`src/txs_pkg.sv`:
```
// constants of the transmitter shaping configuration bank
package txs_pkg;
   // ----------------------------------------
   // register map
   // ----------------------------------------
   localparam int NREG = 11;
   localparam int IDX_W = 4;
   localparam logic [15:0] ADDR_DRIVE_SCHEME = 16'h058c;
   localparam logic [15:0] ADDR_POLARITY_PHASE = 16'h058d;
   localparam logic [15:0] ADDR_CLOCK_MODE_A = 16'h058e;
   localparam logic [15:0] ADDR_CLOCK_MODE_B = 16'h058f;
   localparam logic [15:0] ADDR_GAIN_LOW_MOD = 16'h0590;
   localparam logic [15:0] ADDR_GAIN_LOW_CW = 16'h0591;
   localparam logic [15:0] ADDR_GAIN_HIGH = 16'h0592;
   localparam logic [15:0] ADDR_ZERO_THRESHOLD = 16'h0593;
   localparam logic [15:0] ADDR_TARGET_SCALE = 16'h0594;
   localparam logic [15:0] ADDR_PHASE_QUOTIENT = 16'h0595;
   localparam logic [15:0] ADDR_PHASE_REMAINDER = 16'h0596;
   // ----------------------------------------
   // entry indices (address minus first address)
   // ----------------------------------------
   localparam int IDX_SCHEME = 0;
   localparam int IDX_POLPH = 1;
   localparam int IDX_CLKA = 2;
   localparam int IDX_CLKB = 3;
   localparam int IDX_GLMOD = 4;
   localparam int IDX_GLCW = 5;
   localparam int IDX_GHIGH = 6;
   localparam int IDX_THR = 7;
   localparam int IDX_SCALE = 8;
   localparam int IDX_PHQ = 9;
   localparam int IDX_PHR = 10;
   // ----------------------------------------
   // field positions
   // ----------------------------------------
   localparam int SCHEME_BIT = 0;
   localparam int INV_FIRST_BIT = 5;
   localparam int INV_SECOND_BIT = 4;
   localparam int PH_FIRST_BIT = 1;
   localparam int PH_SECOND_BIT = 0;
   localparam int CLK_HI_LSB = 4;
   localparam int CLK_LO_LSB = 0;
   // ----------------------------------------
   // writable bits per entry, entry 0 in the low byte
   // ----------------------------------------
   localparam logic [NREG-1:0][7:0] REG_MASK = {
      8'h0f, 8'h1f, 8'hff, 8'h7f, 8'h1f, 8'h1f,
      8'h1f, 8'h77, 8'h77, 8'h33, 8'h01};
   // ----------------------------------------
   // reset values, entry 0 in the low byte
   // ----------------------------------------
   localparam logic [NREG-1:0][7:0] REG_RESET = {
      8'h00, 8'h00, 8'h00, 8'h00, 8'h00, 8'h00,
      8'h00, 8'h00, 8'h00, 8'h00, 8'h00};
   localparam logic SCHEME_THREE_LEVEL = 1'b0;
   localparam logic SCHEME_TWO_LEVEL = 1'b1;
endpackage : txs_pkg

```
`src/txs_cfg_if.sv`:
```
// driver configuration carried from the bank to the shaper
`timescale 1ns/1ns
interface txs_cfg_if;
   logic twoLevel;
   logic invertFirst;
   logic invertSecond;
   logic shiftFirst;
   logic shiftSecond;
   modport bank
   (
      output twoLevel, invertFirst, invertSecond, shiftFirst, shiftSecond
   );
   modport shaper
   (
      input twoLevel, invertFirst, invertSecond, shiftFirst, shiftSecond
   );
endinterface : txs_cfg_if

```
`src/txs_drive_shaper.sv`:
```
// antenna driver level shaping from the carrier and the pulse gate
`timescale 1ns/1ns
module txs_drive_shaper
   import txs_pkg::*;
(
   // clock and reset
   input wire logic clk,
   input wire logic rst_b,
   // configuration
   txs_cfg_if.shaper cfg,
   // carrier and pulse gate
   input wire logic carrierIn,
   input wire logic pulseOn,
   // driver levels
   output logic firstAntennaDriver,
   output logic secondAntennaDriver
);
   // ----------------------------------------
   // level selection
   // ----------------------------------------
   logic baseFirst;
   logic baseSecond;
   logic next_first;
   logic next_second;

   always_comb
   begin
      baseFirst = carrierIn ^ cfg.shiftFirst;
      baseSecond = carrierIn ^ cfg.shiftSecond;
      // three-level: antiphase, both at their invert level between pulses
      if (cfg.twoLevel == SCHEME_THREE_LEVEL)
         baseSecond = ~baseSecond;
      next_first = (pulseOn & baseFirst) ^ cfg.invertFirst;
      next_second = (pulseOn & baseSecond) ^ cfg.invertSecond;
   end

   always_ff @(posedge clk or negedge rst_b)
   begin
      if (!rst_b)
      begin
         firstAntennaDriver <= 1'b0;
         secondAntennaDriver <= 1'b0;
      end
      else
      begin
         firstAntennaDriver <= next_first;
         secondAntennaDriver <= next_second;
      end
   end

   // ----------------------------------------
   // checks
   // ----------------------------------------
   idle_polarity_a:
      assert property (@(posedge clk) disable iff (!rst_b)
         !pulseOn |=> firstAntennaDriver == $past(cfg.invertFirst))
      else $error("first driver idle level differs from polarity");
   three_level_a:
      assert property (@(posedge clk) disable iff (!rst_b)
         pulseOn && !cfg.twoLevel && cfg.shiftFirst == cfg.shiftSecond
         && cfg.invertFirst == cfg.invertSecond
         |=> firstAntennaDriver != secondAntennaDriver)
      else $error("three-level drivers not in antiphase");
   two_level_a:
      assert property (@(posedge clk) disable iff (!rst_b)
         cfg.twoLevel && cfg.shiftFirst == cfg.shiftSecond
         && cfg.invertFirst == cfg.invertSecond
         |=> firstAntennaDriver == secondAntennaDriver)
      else $error("two-level drivers not in phase");
   phase_shift_a:
      assert property (@(posedge clk) disable iff (!rst_b)
         pulseOn && !cfg.invertSecond && cfg.twoLevel
         |=> secondAntennaDriver
            == ($past(carrierIn) ^ $past(cfg.shiftSecond)))
      else $error("second driver phase shift wrong");
endmodule : txs_drive_shaper

```
`src/txs_shaping_bank.sv`:
```
// transmitter shaping configuration bank with driver shaping
// ----------------------------------------
// Summary of operation
// - eleven one-byte settings sit at consecutive addresses from 0x058c.
// - drive scheme bit 0 clear gives the three-level balanced drive.
// - drive scheme bit 0 set gives the two-level single-ended drive.
// - polarity byte bit 5 inverts the first driver when set.
// - polarity byte bit 4 inverts the second driver when set.
// - polarity byte bit 1 shifts the first carrier by half a period.
// - polarity byte bit 0 shifts the second carrier by half a period.
// - the scale byte gives a full 8-bit debug target scale.
// ----------------------------------------
//
// The strobed register port was decided locally.
`timescale 1ns/1ns
module txs_shaping_bank
   import txs_pkg::*;
#(
   parameter int AW = 16
)
(
   // clock and reset
   input wire logic clk,
   input wire logic rst_b,
   // register port
   input wire logic [AW-1:0] regAddr,
   input wire logic [7:0] regWrData,
   input wire logic regWrite,
   input wire logic regRead,
   output logic [7:0] regRdData,
   // carrier and pulse gate
   input wire logic carrierIn,
   input wire logic pulseOn,
   // antenna drivers
   output logic firstAntennaDriver,
   output logic secondAntennaDriver,
   // clock modes
   output logic [2:0] carrierClockMode,
   output logic [2:0] modulationClockMode,
   output logic [2:0] defaultClockMode,
   output logic [2:0] transitionClockMode,
   // gains and threshold
   output logic [4:0] lowSideGainModulated,
   output logic [4:0] lowSideGainCarrier,
   output logic [4:0] highSideGain,
   output logic [6:0] forceZeroThreshold,
   // scaling and phase-shift divider
   output logic [7:0] signalTargetScale,
   output logic [4:0] phaseShiftQuotient,
   output logic [3:0] phaseShiftRemainder
);
   // ----------------------------------------
   // address decode
   // ----------------------------------------
   localparam logic [AW-1:0] BASE = AW'(ADDR_DRIVE_SCHEME);
   localparam logic [AW-1:0] LAST = AW'(ADDR_PHASE_REMAINDER);

   logic [AW-1:0] offset;
   logic [IDX_W-1:0] regIdx;
   logic regHit;

   assign offset = regAddr - BASE;
   assign regIdx = offset[IDX_W-1:0];
   // only the low bits index the array, so the range test stops aliasing

   always_comb
   begin
      if (regAddr < BASE)
         regHit = 1'b0;
      else if (regAddr > LAST)
         regHit = 1'b0;
      else
         regHit = 1'b1;
   end

   // ----------------------------------------
   // storage
   // ----------------------------------------
   logic [7:0] cfgByte [NREG];

   for (genvar i = 0; i < NREG; i++)
   begin : g_entry
      always_ff @(posedge clk or negedge rst_b)
      begin
         if (!rst_b)
            cfgByte[i] <= REG_RESET[i];
         else if (regWrite && regHit && regIdx == IDX_W'(i))
            cfgByte[i] <= regWrData & REG_MASK[i];
      end

      // each entry moves only on its own write
      entry_write_a:
         assert property (@(posedge clk) disable iff (!rst_b)
            regWrite && regHit && regIdx == IDX_W'(i)
            |=> cfgByte[i] == ($past(regWrData) & REG_MASK[i]))
         else $error("entry does not hold the masked write");
      entry_hold_a:
         assert property (@(posedge clk) disable iff (!rst_b)
            !(regWrite && regHit && regIdx == IDX_W'(i))
            |=> $stable(cfgByte[i]))
         else $error("entry changed without its own write");
   end

   // ----------------------------------------
   // read port
   // ----------------------------------------
   // data only in the cycle after the strobe, zero otherwise
   always_ff @(posedge clk or negedge rst_b)
   begin
      if (!rst_b)
         regRdData <= 8'h00;
      else if (regRead && regHit)
         regRdData <= cfgByte[regIdx];
      else
         regRdData <= 8'h00;
   end

   // ----------------------------------------
   // configuration outputs
   // ----------------------------------------
   // clock mode fields
   assign carrierClockMode = cfgByte[IDX_CLKA][CLK_HI_LSB +: 3];
   assign modulationClockMode = cfgByte[IDX_CLKA][CLK_LO_LSB +: 3];
   assign defaultClockMode = cfgByte[IDX_CLKB][CLK_HI_LSB +: 3];
   assign transitionClockMode = cfgByte[IDX_CLKB][CLK_LO_LSB +: 3];
   assign lowSideGainModulated = cfgByte[IDX_GLMOD][4:0];
   assign lowSideGainCarrier = cfgByte[IDX_GLCW][4:0];
   assign highSideGain = cfgByte[IDX_GHIGH][4:0];
   assign forceZeroThreshold = cfgByte[IDX_THR][6:0];
   assign phaseShiftQuotient = cfgByte[IDX_PHQ][4:0];
   assign phaseShiftRemainder = cfgByte[IDX_PHR][3:0];
   assign signalTargetScale = cfgByte[IDX_SCALE];

   // ----------------------------------------
   // driver shaping
   // ----------------------------------------
   txs_cfg_if cfgIf ();

   assign cfgIf.twoLevel = cfgByte[IDX_SCHEME][SCHEME_BIT];
   assign cfgIf.invertFirst = cfgByte[IDX_POLPH][INV_FIRST_BIT];
   assign cfgIf.invertSecond = cfgByte[IDX_POLPH][INV_SECOND_BIT];
   assign cfgIf.shiftFirst = cfgByte[IDX_POLPH][PH_FIRST_BIT];
   assign cfgIf.shiftSecond = cfgByte[IDX_POLPH][PH_SECOND_BIT];

   // shaper registers its outputs so the pins never glitch
   txs_drive_shaper u_shaper
   (
      .clk(clk),
      .rst_b(rst_b),
      .cfg(cfgIf.shaper),
      .carrierIn(carrierIn),
      .pulseOn(pulseOn),
      .firstAntennaDriver(firstAntennaDriver),
      .secondAntennaDriver(secondAntennaDriver)
   );

   // ----------------------------------------
   // checks
   // ----------------------------------------
   write_masked_a:
      assert property (@(posedge clk) disable iff (!rst_b)
         regWrite && regHit ##1 regRead && $past(regAddr) == regAddr
         |=> regRdData == ($past(regWrData, 2) & REG_MASK[$past(regIdx)]))
      else $error("read-back differs from masked write");
   read_latency_a:
      assert property (@(posedge clk) disable iff (!rst_b)
         !regRead |=> regRdData == 8'h00)
      else $error("read data outside the read cycle");
   unmapped_read_a:
      assert property (@(posedge clk) disable iff (!rst_b)
         regRead && (regAddr < BASE || regAddr > LAST)
         |=> regRdData == 8'h00)
      else $error("unmapped address returned data");
   scheme_write_a:
      assert property (@(posedge clk) disable iff (!rst_b)
         regWrite && regAddr == BASE
         |=> cfgIf.twoLevel == $past(regWrData[SCHEME_BIT]))
      else $error("drive scheme not taken from write");
   scale_write_a:
      assert property (@(posedge clk) disable iff (!rst_b)
         regWrite && regAddr == AW'(ADDR_TARGET_SCALE)
         |=> signalTargetScale == $past(regWrData))
      else $error("target scale not stored whole");
   clock_mode_a:
      assert property (@(posedge clk) disable iff (!rst_b)
         regWrite && regAddr == AW'(ADDR_CLOCK_MODE_A)
         |=> carrierClockMode == $past(regWrData[6:4])
            && modulationClockMode == $past(regWrData[2:0]))
      else $error("clock mode fields not passed");
   threshold_hold_a:
      assert property (@(posedge clk) disable iff (!rst_b)
         !(regWrite && regAddr == AW'(ADDR_ZERO_THRESHOLD))
         |=> $stable(forceZeroThreshold))
      else $error("threshold changed without a write");
   polarity_write_a:
      assert property (@(posedge clk) disable iff (!rst_b)
         regWrite && regAddr == AW'(ADDR_POLARITY_PHASE)
         |=> cfgIf.shiftFirst == $past(regWrData[PH_FIRST_BIT])
            && cfgIf.invertSecond == $past(regWrData[INV_SECOND_BIT]))
      else $error("polarity or phase bits not stored");

   // ----------------------------------------
   // output field checks
   // ----------------------------------------
   polarity_second_a:
      assert property (@(posedge clk) disable iff (!rst_b)
         regWrite && regAddr == AW'(ADDR_POLARITY_PHASE)
         |=> cfgIf.invertFirst == $past(regWrData[INV_FIRST_BIT])
            && cfgIf.shiftSecond == $past(regWrData[PH_SECOND_BIT]))
      else $error("first polarity or second phase not stored");
   default_mode_a:
      assert property (@(posedge clk) disable iff (!rst_b)
         regWrite && regAddr == AW'(ADDR_CLOCK_MODE_B)
         |=> defaultClockMode == $past(regWrData[6:4])
            && transitionClockMode == $past(regWrData[2:0]))
      else $error("second clock mode fields not passed");
   gain_modulated_a:
      assert property (@(posedge clk) disable iff (!rst_b)
         regWrite && regAddr == AW'(ADDR_GAIN_LOW_MOD)
         |=> lowSideGainModulated == $past(regWrData[4:0]))
      else $error("modulated low-side gain not passed");
   gain_carrier_a:
      assert property (@(posedge clk) disable iff (!rst_b)
         regWrite && regAddr == AW'(ADDR_GAIN_LOW_CW)
         |=> lowSideGainCarrier == $past(regWrData[4:0]))
      else $error("carrier low-side gain not passed");
   gain_high_a:
      assert property (@(posedge clk) disable iff (!rst_b)
         regWrite && regAddr == AW'(ADDR_GAIN_HIGH)
         |=> highSideGain == $past(regWrData[4:0]))
      else $error("high-side gain not passed");
   threshold_write_a:
      assert property (@(posedge clk) disable iff (!rst_b)
         regWrite && regAddr == AW'(ADDR_ZERO_THRESHOLD)
         |=> forceZeroThreshold == $past(regWrData[6:0]))
      else $error("force-zero threshold not passed");
   quotient_write_a:
      assert property (@(posedge clk) disable iff (!rst_b)
         regWrite && regAddr == AW'(ADDR_PHASE_QUOTIENT)
         |=> phaseShiftQuotient == $past(regWrData[4:0]))
      else $error("phase divider quotient not passed");
   remainder_write_a:
      assert property (@(posedge clk) disable iff (!rst_b)
         regWrite && regAddr == LAST
         |=> phaseShiftRemainder == $past(regWrData[3:0]))
      else $error("phase divider remainder not passed");
   scale_hold_a:
      assert property (@(posedge clk) disable iff (!rst_b)
         !(regWrite && regAddr == AW'(ADDR_TARGET_SCALE))
         |=> $stable(signalTargetScale))
      else $error("target scale changed without a write");
   scale_read_a:
      assert property (@(posedge clk) disable iff (!rst_b)
         regRead && regAddr == AW'(ADDR_TARGET_SCALE)
         |=> regRdData == $past(signalTargetScale))
      else $error("target scale read-back differs");
   scheme_reserved_a:
      assert property (@(posedge clk) disable iff (!rst_b)
         regRead && regAddr == BASE |=> regRdData[7:1] == 7'h00)
      else $error("reserved scheme bits read as one");
   polarity_reserved_a:
      assert property (@(posedge clk) disable iff (!rst_b)
         regRead && regAddr == AW'(ADDR_POLARITY_PHASE)
         |=> regRdData[7:6] == 2'b00 && regRdData[3:2] == 2'b00)
      else $error("reserved polarity bits read as one");
   unmapped_write_a:
      assert property (@(posedge clk) disable iff (!rst_b)
         regWrite && (regAddr < BASE || regAddr > LAST)
         |=> $stable(signalTargetScale) && $stable(cfgIf.twoLevel))
      else $error("unmapped write changed a setting");
   scheme_hold_a:
      assert property (@(posedge clk) disable iff (!rst_b)
         !(regWrite && regAddr == BASE) |=> $stable(cfgIf.twoLevel))
      else $error("drive scheme changed without a write");
   polarity_hold_a:
      assert property (@(posedge clk) disable iff (!rst_b)
         !(regWrite && regAddr == AW'(ADDR_POLARITY_PHASE))
         |=> $stable(cfgIf.shiftFirst) && $stable(cfgIf.invertFirst))
      else $error("polarity bits changed without a write");
   threshold_read_a:
      assert property (@(posedge clk) disable iff (!rst_b)
         regRead && regAddr == AW'(ADDR_ZERO_THRESHOLD)
         |=> regRdData == {1'b0, $past(forceZeroThreshold)})
      else $error("threshold read-back differs");
   remainder_read_a:
      assert property (@(posedge clk) disable iff (!rst_b)
         regRead && regAddr == LAST
         |=> regRdData == {4'h0, $past(phaseShiftRemainder)})
      else $error("remainder read-back differs");
   clock_read_a:
      assert property (@(posedge clk) disable iff (!rst_b)
         regRead && regAddr == AW'(ADDR_CLOCK_MODE_A)
         |=> regRdData == {1'b0, $past(carrierClockMode),
            1'b0, $past(modulationClockMode)})
      else $error("clock mode read-back differs");
   gain_hold_a:
      assert property (@(posedge clk) disable iff (!rst_b)
         !(regWrite && regAddr == AW'(ADDR_GAIN_HIGH))
         |=> $stable(highSideGain))
      else $error("high-side gain changed without a write");
   divider_hold_a:
      assert property (@(posedge clk) disable iff (!rst_b)
         !(regWrite && regAddr == AW'(ADDR_PHASE_QUOTIENT))
         |=> $stable(phaseShiftQuotient))
      else $error("divider quotient changed without a write");
endmodule : txs_shaping_bank

```
`config.mk`:
```
export PLATFORM = sky130hd
export DESIGN_NAME = txs_shaping_bank
export DESIGN_NICKNAME = d
export VERILOG_FILES = /design/src/txs_pkg.sv /design/src/txs_cfg_if.sv /design/src/txs_drive_shaper.sv /design/src/txs_shaping_bank.sv
export SDC_FILE = /design/constraint.sdc
export NUM_CORES = 1
export LEC_CHECK = 0
export ABC_AREA = 1
export BUFFER_PORTS_ARGS = -buffer_cell sky130_fd_sc_hd__buf_2
export CAP_MARGIN = 25
export CORE_MARGIN = 1.5
export CORE_UTILIZATION = 54
export DETAILED_ROUTE_END_ITERATION = 8
export GPL_TIMING_DRIVEN = 0
export PLACE_DENSITY = 0.81
export SETUP_SLACK_MARGIN = 0.05
export SKIP_CTS_REPAIR_TIMING = 1
export SLEW_MARGIN = 20
export SYNTH_ARGS = -nofsm -noshare
export SYNTH_HDL_FRONTEND = slang
export SYNTH_HIERARCHICAL = 1
export SYNTH_SLANG_ARGS = --single-unit
```
`constraint.sdc`:
```
create_clock -name clk -period 1.2 [get_ports clk]
set_input_delay 0.06 -clock clk [delete_from_list [all_inputs] [get_ports clk]]
set_output_delay 0.06 -clock clk [all_outputs]
set_load 0.01 [all_outputs]
```
## Yosys cells after proc, flatten, opt, wreduce, memory -nomap -nowiden

Index checks and enable logic that the tools add are counted.
Widths: inputs -> output; s select.

- Add/subtract/negate cells: 1
- Multiply operators: 0
- Divide/modulo/power cells: 0
- Magnitude comparators: 3
- Equal/unequal tests: 10
- Shift operators: 0
- Muxes and demuxes: 7
- Bitwise operators: 8
- Reductions and logical operators: 14

Operators with widths:

| operator | number |
|---|---|
| $bmux 8 s4 | 1 |
| $mux 8 | 3 |
| $eq 4x3->1 const B | 4 |
| $gt 16x11->1 const B | 1 |
| $lt 16x11->1 const B | 1 |
| $logic_and 1x1->1 | 13 |
| $eq 4x4->1 const B | 3 |
| $eq 4x2->1 const B | 2 |
| $ge 5x5->1 const B | 1 |
| $not 4->5 | 1 |
| $eq 4x1->1 const B | 1 |
| $logic_not 4->1 | 1 |
| $sub 4x4->4 const B | 1 |
| $xor 1x1->1 | 4 |
| $mux 1 | 3 |
| $and 1x1->1 | 2 |
| $not 1->1 | 1 |

- Bits in registers: 66
- Latch bits: 0
- Bits in writable memories: 0
- Memory bits (read-only): 0
- Input bits: 30
- Output and inout port bits: 61
- Memories: 0

## Depth between registers and ports, before layout

- Depth in word-level cells: 6
- Gate-level depth with buffers: 12

## Modules after synthesis

The synthesis kept the hierarchy.

Modules (own cells, without submodules):

| module | times used | cells an instance | area an instance (µm²) | sequential area each (µm²) |
|---|---|---|---|---|
| txs_shaping_bank | 1 | 398 | 3552.2 | 1601.5 |
| txs_drive_shaper | 1 | 22 | 143.9 | 50.0 |

## Least setup slack after synthesis

No wires, ideal clock.

- Path type: input to register
- From: input port regAddr[2]
- To: register cfgByte (netlist bit carrierClockMode[1])
- Setup time: 0.121 ns
- Arrival: 1.255 ns
- Data required time: 1.079 ns
- Setup slack: -0.176 ns
- Cell stages on the path: 10
- Cells stage by stage: ha_1 -> inv_2 -> nand2_1 -> nand3_1 -> a21oi_1 -> buf_6 -> nand4_4 -> buf_6 -> nand2_1 -> o21ai_2

- Cells in the longest elaborated chain, start to end: 5

RTL lines:

| what | RTL line | RTL |
|---|---|---|
| start: declaration | txs_shaping_bank.sv:26 | `input wire logic [AW-1:0] regAddr,` |
| $gt 16x11->1 | txs_shaping_bank.sv:70 | `else if (regAddr > LAST)` |
| $mux 1 | txs_shaping_bank.sv:70 |  |
| $mux 1 | txs_shaping_bank.sv:68 | `if (regAddr < BASE)` |
| $logic_and 1x1->1 | txs_shaping_bank.sv:87 | `else if (regWrite && regHit && regIdx == IDX_W'(i))` |
| $logic_and 1x1->1 * | txs_shaping_bank.sv:87 |  |
| end signal: indexed assignment | txs_shaping_bank.sv:86 | `cfgByte[i] <= REG_RESET[i];` |
| end signal: indexed assignment | txs_shaping_bank.sv:88 | `cfgByte[i] <= regWrData & REG_MASK[i];` |
| end: declaration | txs_shaping_bank.sv:79 | `logic [7:0] cfgByte [NREG];` |

Every way passes the cells marked *; elsewhere a longest branch is shown, timed or not.
A chain may end at the register's enable or synchronous reset.

## Worst setup path after layout

- From: input port regAddr[2]
- To: register cfgByte[76] in the netlist's numbering

The elaborated chain is that of the path after synthesis.

==> flow_summary.ini <==
[outcome]
status = finished with violations
violations = negative hold slack

[timing]
slew-limit-headroom_pct = 65.3
fin_ws_ps = 9.08
rsz0062_at_grt = true
min_period_over_period_pct = 99.2
slew_violations = 0
finClkSkew_ps = 4.61
setup_violations = 0
worst_pin_slew_ps = 520
fmax_ghz = 0.840
tns_ps = 0
holdWs_ps = -16.8
min_period_ps = 1190
hold_violations = 2

[logic_synthesis]
synth_edf_count = 0
seq_area_frac_synth_pct = 44.7
synthTopCellsByArea = dfrtp_1, buf_4, nand2_1
yosys_warnings = 6
yosysMostFrequentCell = nand2_1
ys_ff_latch = 66
synth_area_sq_um = 3700
synth_top_cell_by_area = dfrtp_1
avgSynthCellArea_sq_um = 8.80
async_flop_share_pct = 100
ys.flop_type = dfrtp_1
synthesis.nets = 453
yosys-top-cells-count = nand2_1, dfrtp_1, buf_4, o21ai_1, inv_1
synthDistinctLibCells = 33
synth_top_area_share_pct = 44.7
syn_inst = 420

[clock_tree]
clockBufferDepth = 2
htree_num_levels = 3
numCtsBuffers = 9
clock_sinks = 66
clkTransAtPathRegs_ps = 70
clk_latency_ps = 350
cts_tree = built
cts_root_buffer = clkbuf_8

[die]
core_area_sq_um = 6490
ios = 91
placementRows = 29
die_w_um = 85.7
dieArea_sq_um = 7350
die_y_um = 85.7
initial_core_util_pct = 56.9

[worst_setup_path]
arrival_ps = 1410
path_class = input port to flip-flop
start_kind = input port
path_max_fanout = 8
critPathRequiredTime_ps = 1410
crit_path_end_kind = flip-flop

[global_routing]
grt_pass1_wl_mm = 15.2
grt_pass1_vias = 3082
grt_overflow = 0
grt_max_degree = 48
grt_util_all_layers_pct = 27.3
antenna_found_initial = 1

[run]
cap_violations = 0

[power]
fin_total_pwr_mw = 4.72
p_per_area_nw_per_um2 = 971
p_leak_nw = 2.58
vdd_drop_max_mv = 0.890

[placement]
port_buffers = 89
post-place-ws_ps = -519
place.gp.congestion = 0.899
hpwl_mm = 6.98
dpl.cell_count = 587
dpl_cell_area_sq_um = 4310

[layout]
drive_gt1_share_pct = 45.0
n_fill_cell = 431
final_core_util_pct = 74.9
stdcell_count = 619
diodes = 0
fin_nets = 570
area_growth_pct = 31.7
final_area_sq_um = 4870

[detailed_routing]
route.vias.total = 3424
wl_per_cell_um = 16.9
drc = 0
drt_iter0_markers = 388
first_pass_iters = 6
postRouteAntennaNets = 0
wl_mm = 10.4
detail_route.vias_per_cell = 5.53

[hold_path]
hp-class = input port to flip-flop
==> worst paths after layout <==
| kind | slack [ps] | start | endpoint | cells past startpoint |
|---|---|---|---|---|
| hold / removal | -20 | regWrData[0] | cfgByte[80]$_DFFE_PN0P_ | 3 |
| hold reg to reg | 520 | modulationClockMode[2]$_DFFE_PN0P_ | modulationClockMode[2]$_DFFE_PN0P_ | 2 |
| setup / recovery | 9 | regAddr[2] | cfgByte[76]$_DFFE_PN0P_ | 11 |
| max in group asynchronous | 550 | rst_b | lowSideGainModulated[2]$_DFFE_PN0P_ | 3 |
| setup reg to reg | 40 | highSideGain[2]$_DFFE_PN0P_ | regRdData[2]$_DFF_PN0_ | 6 |
| min in group asynchronous | 130 | rst_b | u_shaper/firstAntennaDriver$_DFF_PN0_ | 2 |
==> metal layers <==
| metal | track usage (%) | wire length [um] | vias up |
|---|---|---|---|
| met2 | 44.2 | 5200 | 212 |
| met5 | 0 | 0 | - |
| met3 | 5.68 | 857 | 40 |
| met1 | 35.3 | 4000 | 1593 |
| met4 | 12.3 | 379 | 0 |
| li1 | - | - | 1579 |
==> flip-flops by register name, summed over array words and instances, names as in the netlist <==
register	cells
lowSideGainModulated	5
forceZeroThreshold	7
defaultClockMode	3
carrierClockMode	3
phaseShiftQuotient	5
u_shaper/firstAntennaDriver	1
signalTargetScale	8
highSideGain	5
lowSideGainCarrier	5
transitionClockMode	3
cfgByte	5
u_shaper/secondAntennaDriver	1
phaseShiftRemainder	4
regRdData	8
modulationClockMode	3
==> layout by cell type (no fill, tap or decap), types with 3 or more instances in the layout <==
| cell | n |
|---|---|
| o21ai_2 | 12 |
| nand2_2 | 14 |
| nand3_2 | 3 |
| o22ai_1 | 10 |
| inv_2 | 6 |
| o21ai_1 | 45 |
| inv_1 | 24 |
| clkbuf_16 | 3 |
| buf_4 | 65 |
| buf_8 | 3 |
| nor2_2 | 4 |
| buf_6 | 5 |
| nand4_4 | 10 |
| nand2_1 | 89 |
| buf_12 | 3 |
| buf_2 | 84 |
| o21ai_0 | 7 |
| a22oi_1 | 3 |
| clkinvlp_4 | 3 |
| nor2_1 | 19 |
| nand3_1 | 17 |
| a21oi_1 | 6 |
| dfrtp_1 | 66 |
| clkbuf_8 | 11 |
| nor2_4 | 4 |
==> cell families (layout without fill, tap and decap cells) <==
family / count (synthesis) / in the layout / synth area share, %
simple gates: 167 / 167 / 23.7
buf+inv: 94 / 216 / 16.2
compound gates: 89 / 89 / 14.2
flops: 66 / 66 / 44.7
fa+ha+maj: 3 / 3 / 1.02
xor+xnor: 1 / 1 / 0.237
==> final cells by class <==
cell class / count / area (sq um) / share of cell area [%]
clock inverters: 4 / 50.0 / 1.03
plain buffers: 60 / 505 / 10.4
clock buffers: 12 / 155 / 3.19
repair buffers: 106 / 687 / 14.1
inverters: 34 / 136 / 2.80
well taps: 77 / 96.3 / 1.98
flip-flops and latches: 66 / 1650 / 33.9
multi-input cells: 260 / 1590 / 32.6
==> worst max-delay path, stage by stage <==
cell and delay [ps]:
buf_12 110, ha_4 130, inv_2 60, nand2_2 60
nand3_2 90, a21oi_4 180, buf_4 170, clkbuf_16 160
nand4_4 140, nand2_1 140, o21ai_1 100
==> power by group <==
part	switching (mW)	internal, mW	leakage, nW	total (mW)
Combinational	0.343	0.190	1.57	0.533
Clock	0.883	1.07	0.0986	1.95
Sequential	0.00685	2.23	0.915	2.24
(Power assumes the default switching activity.)
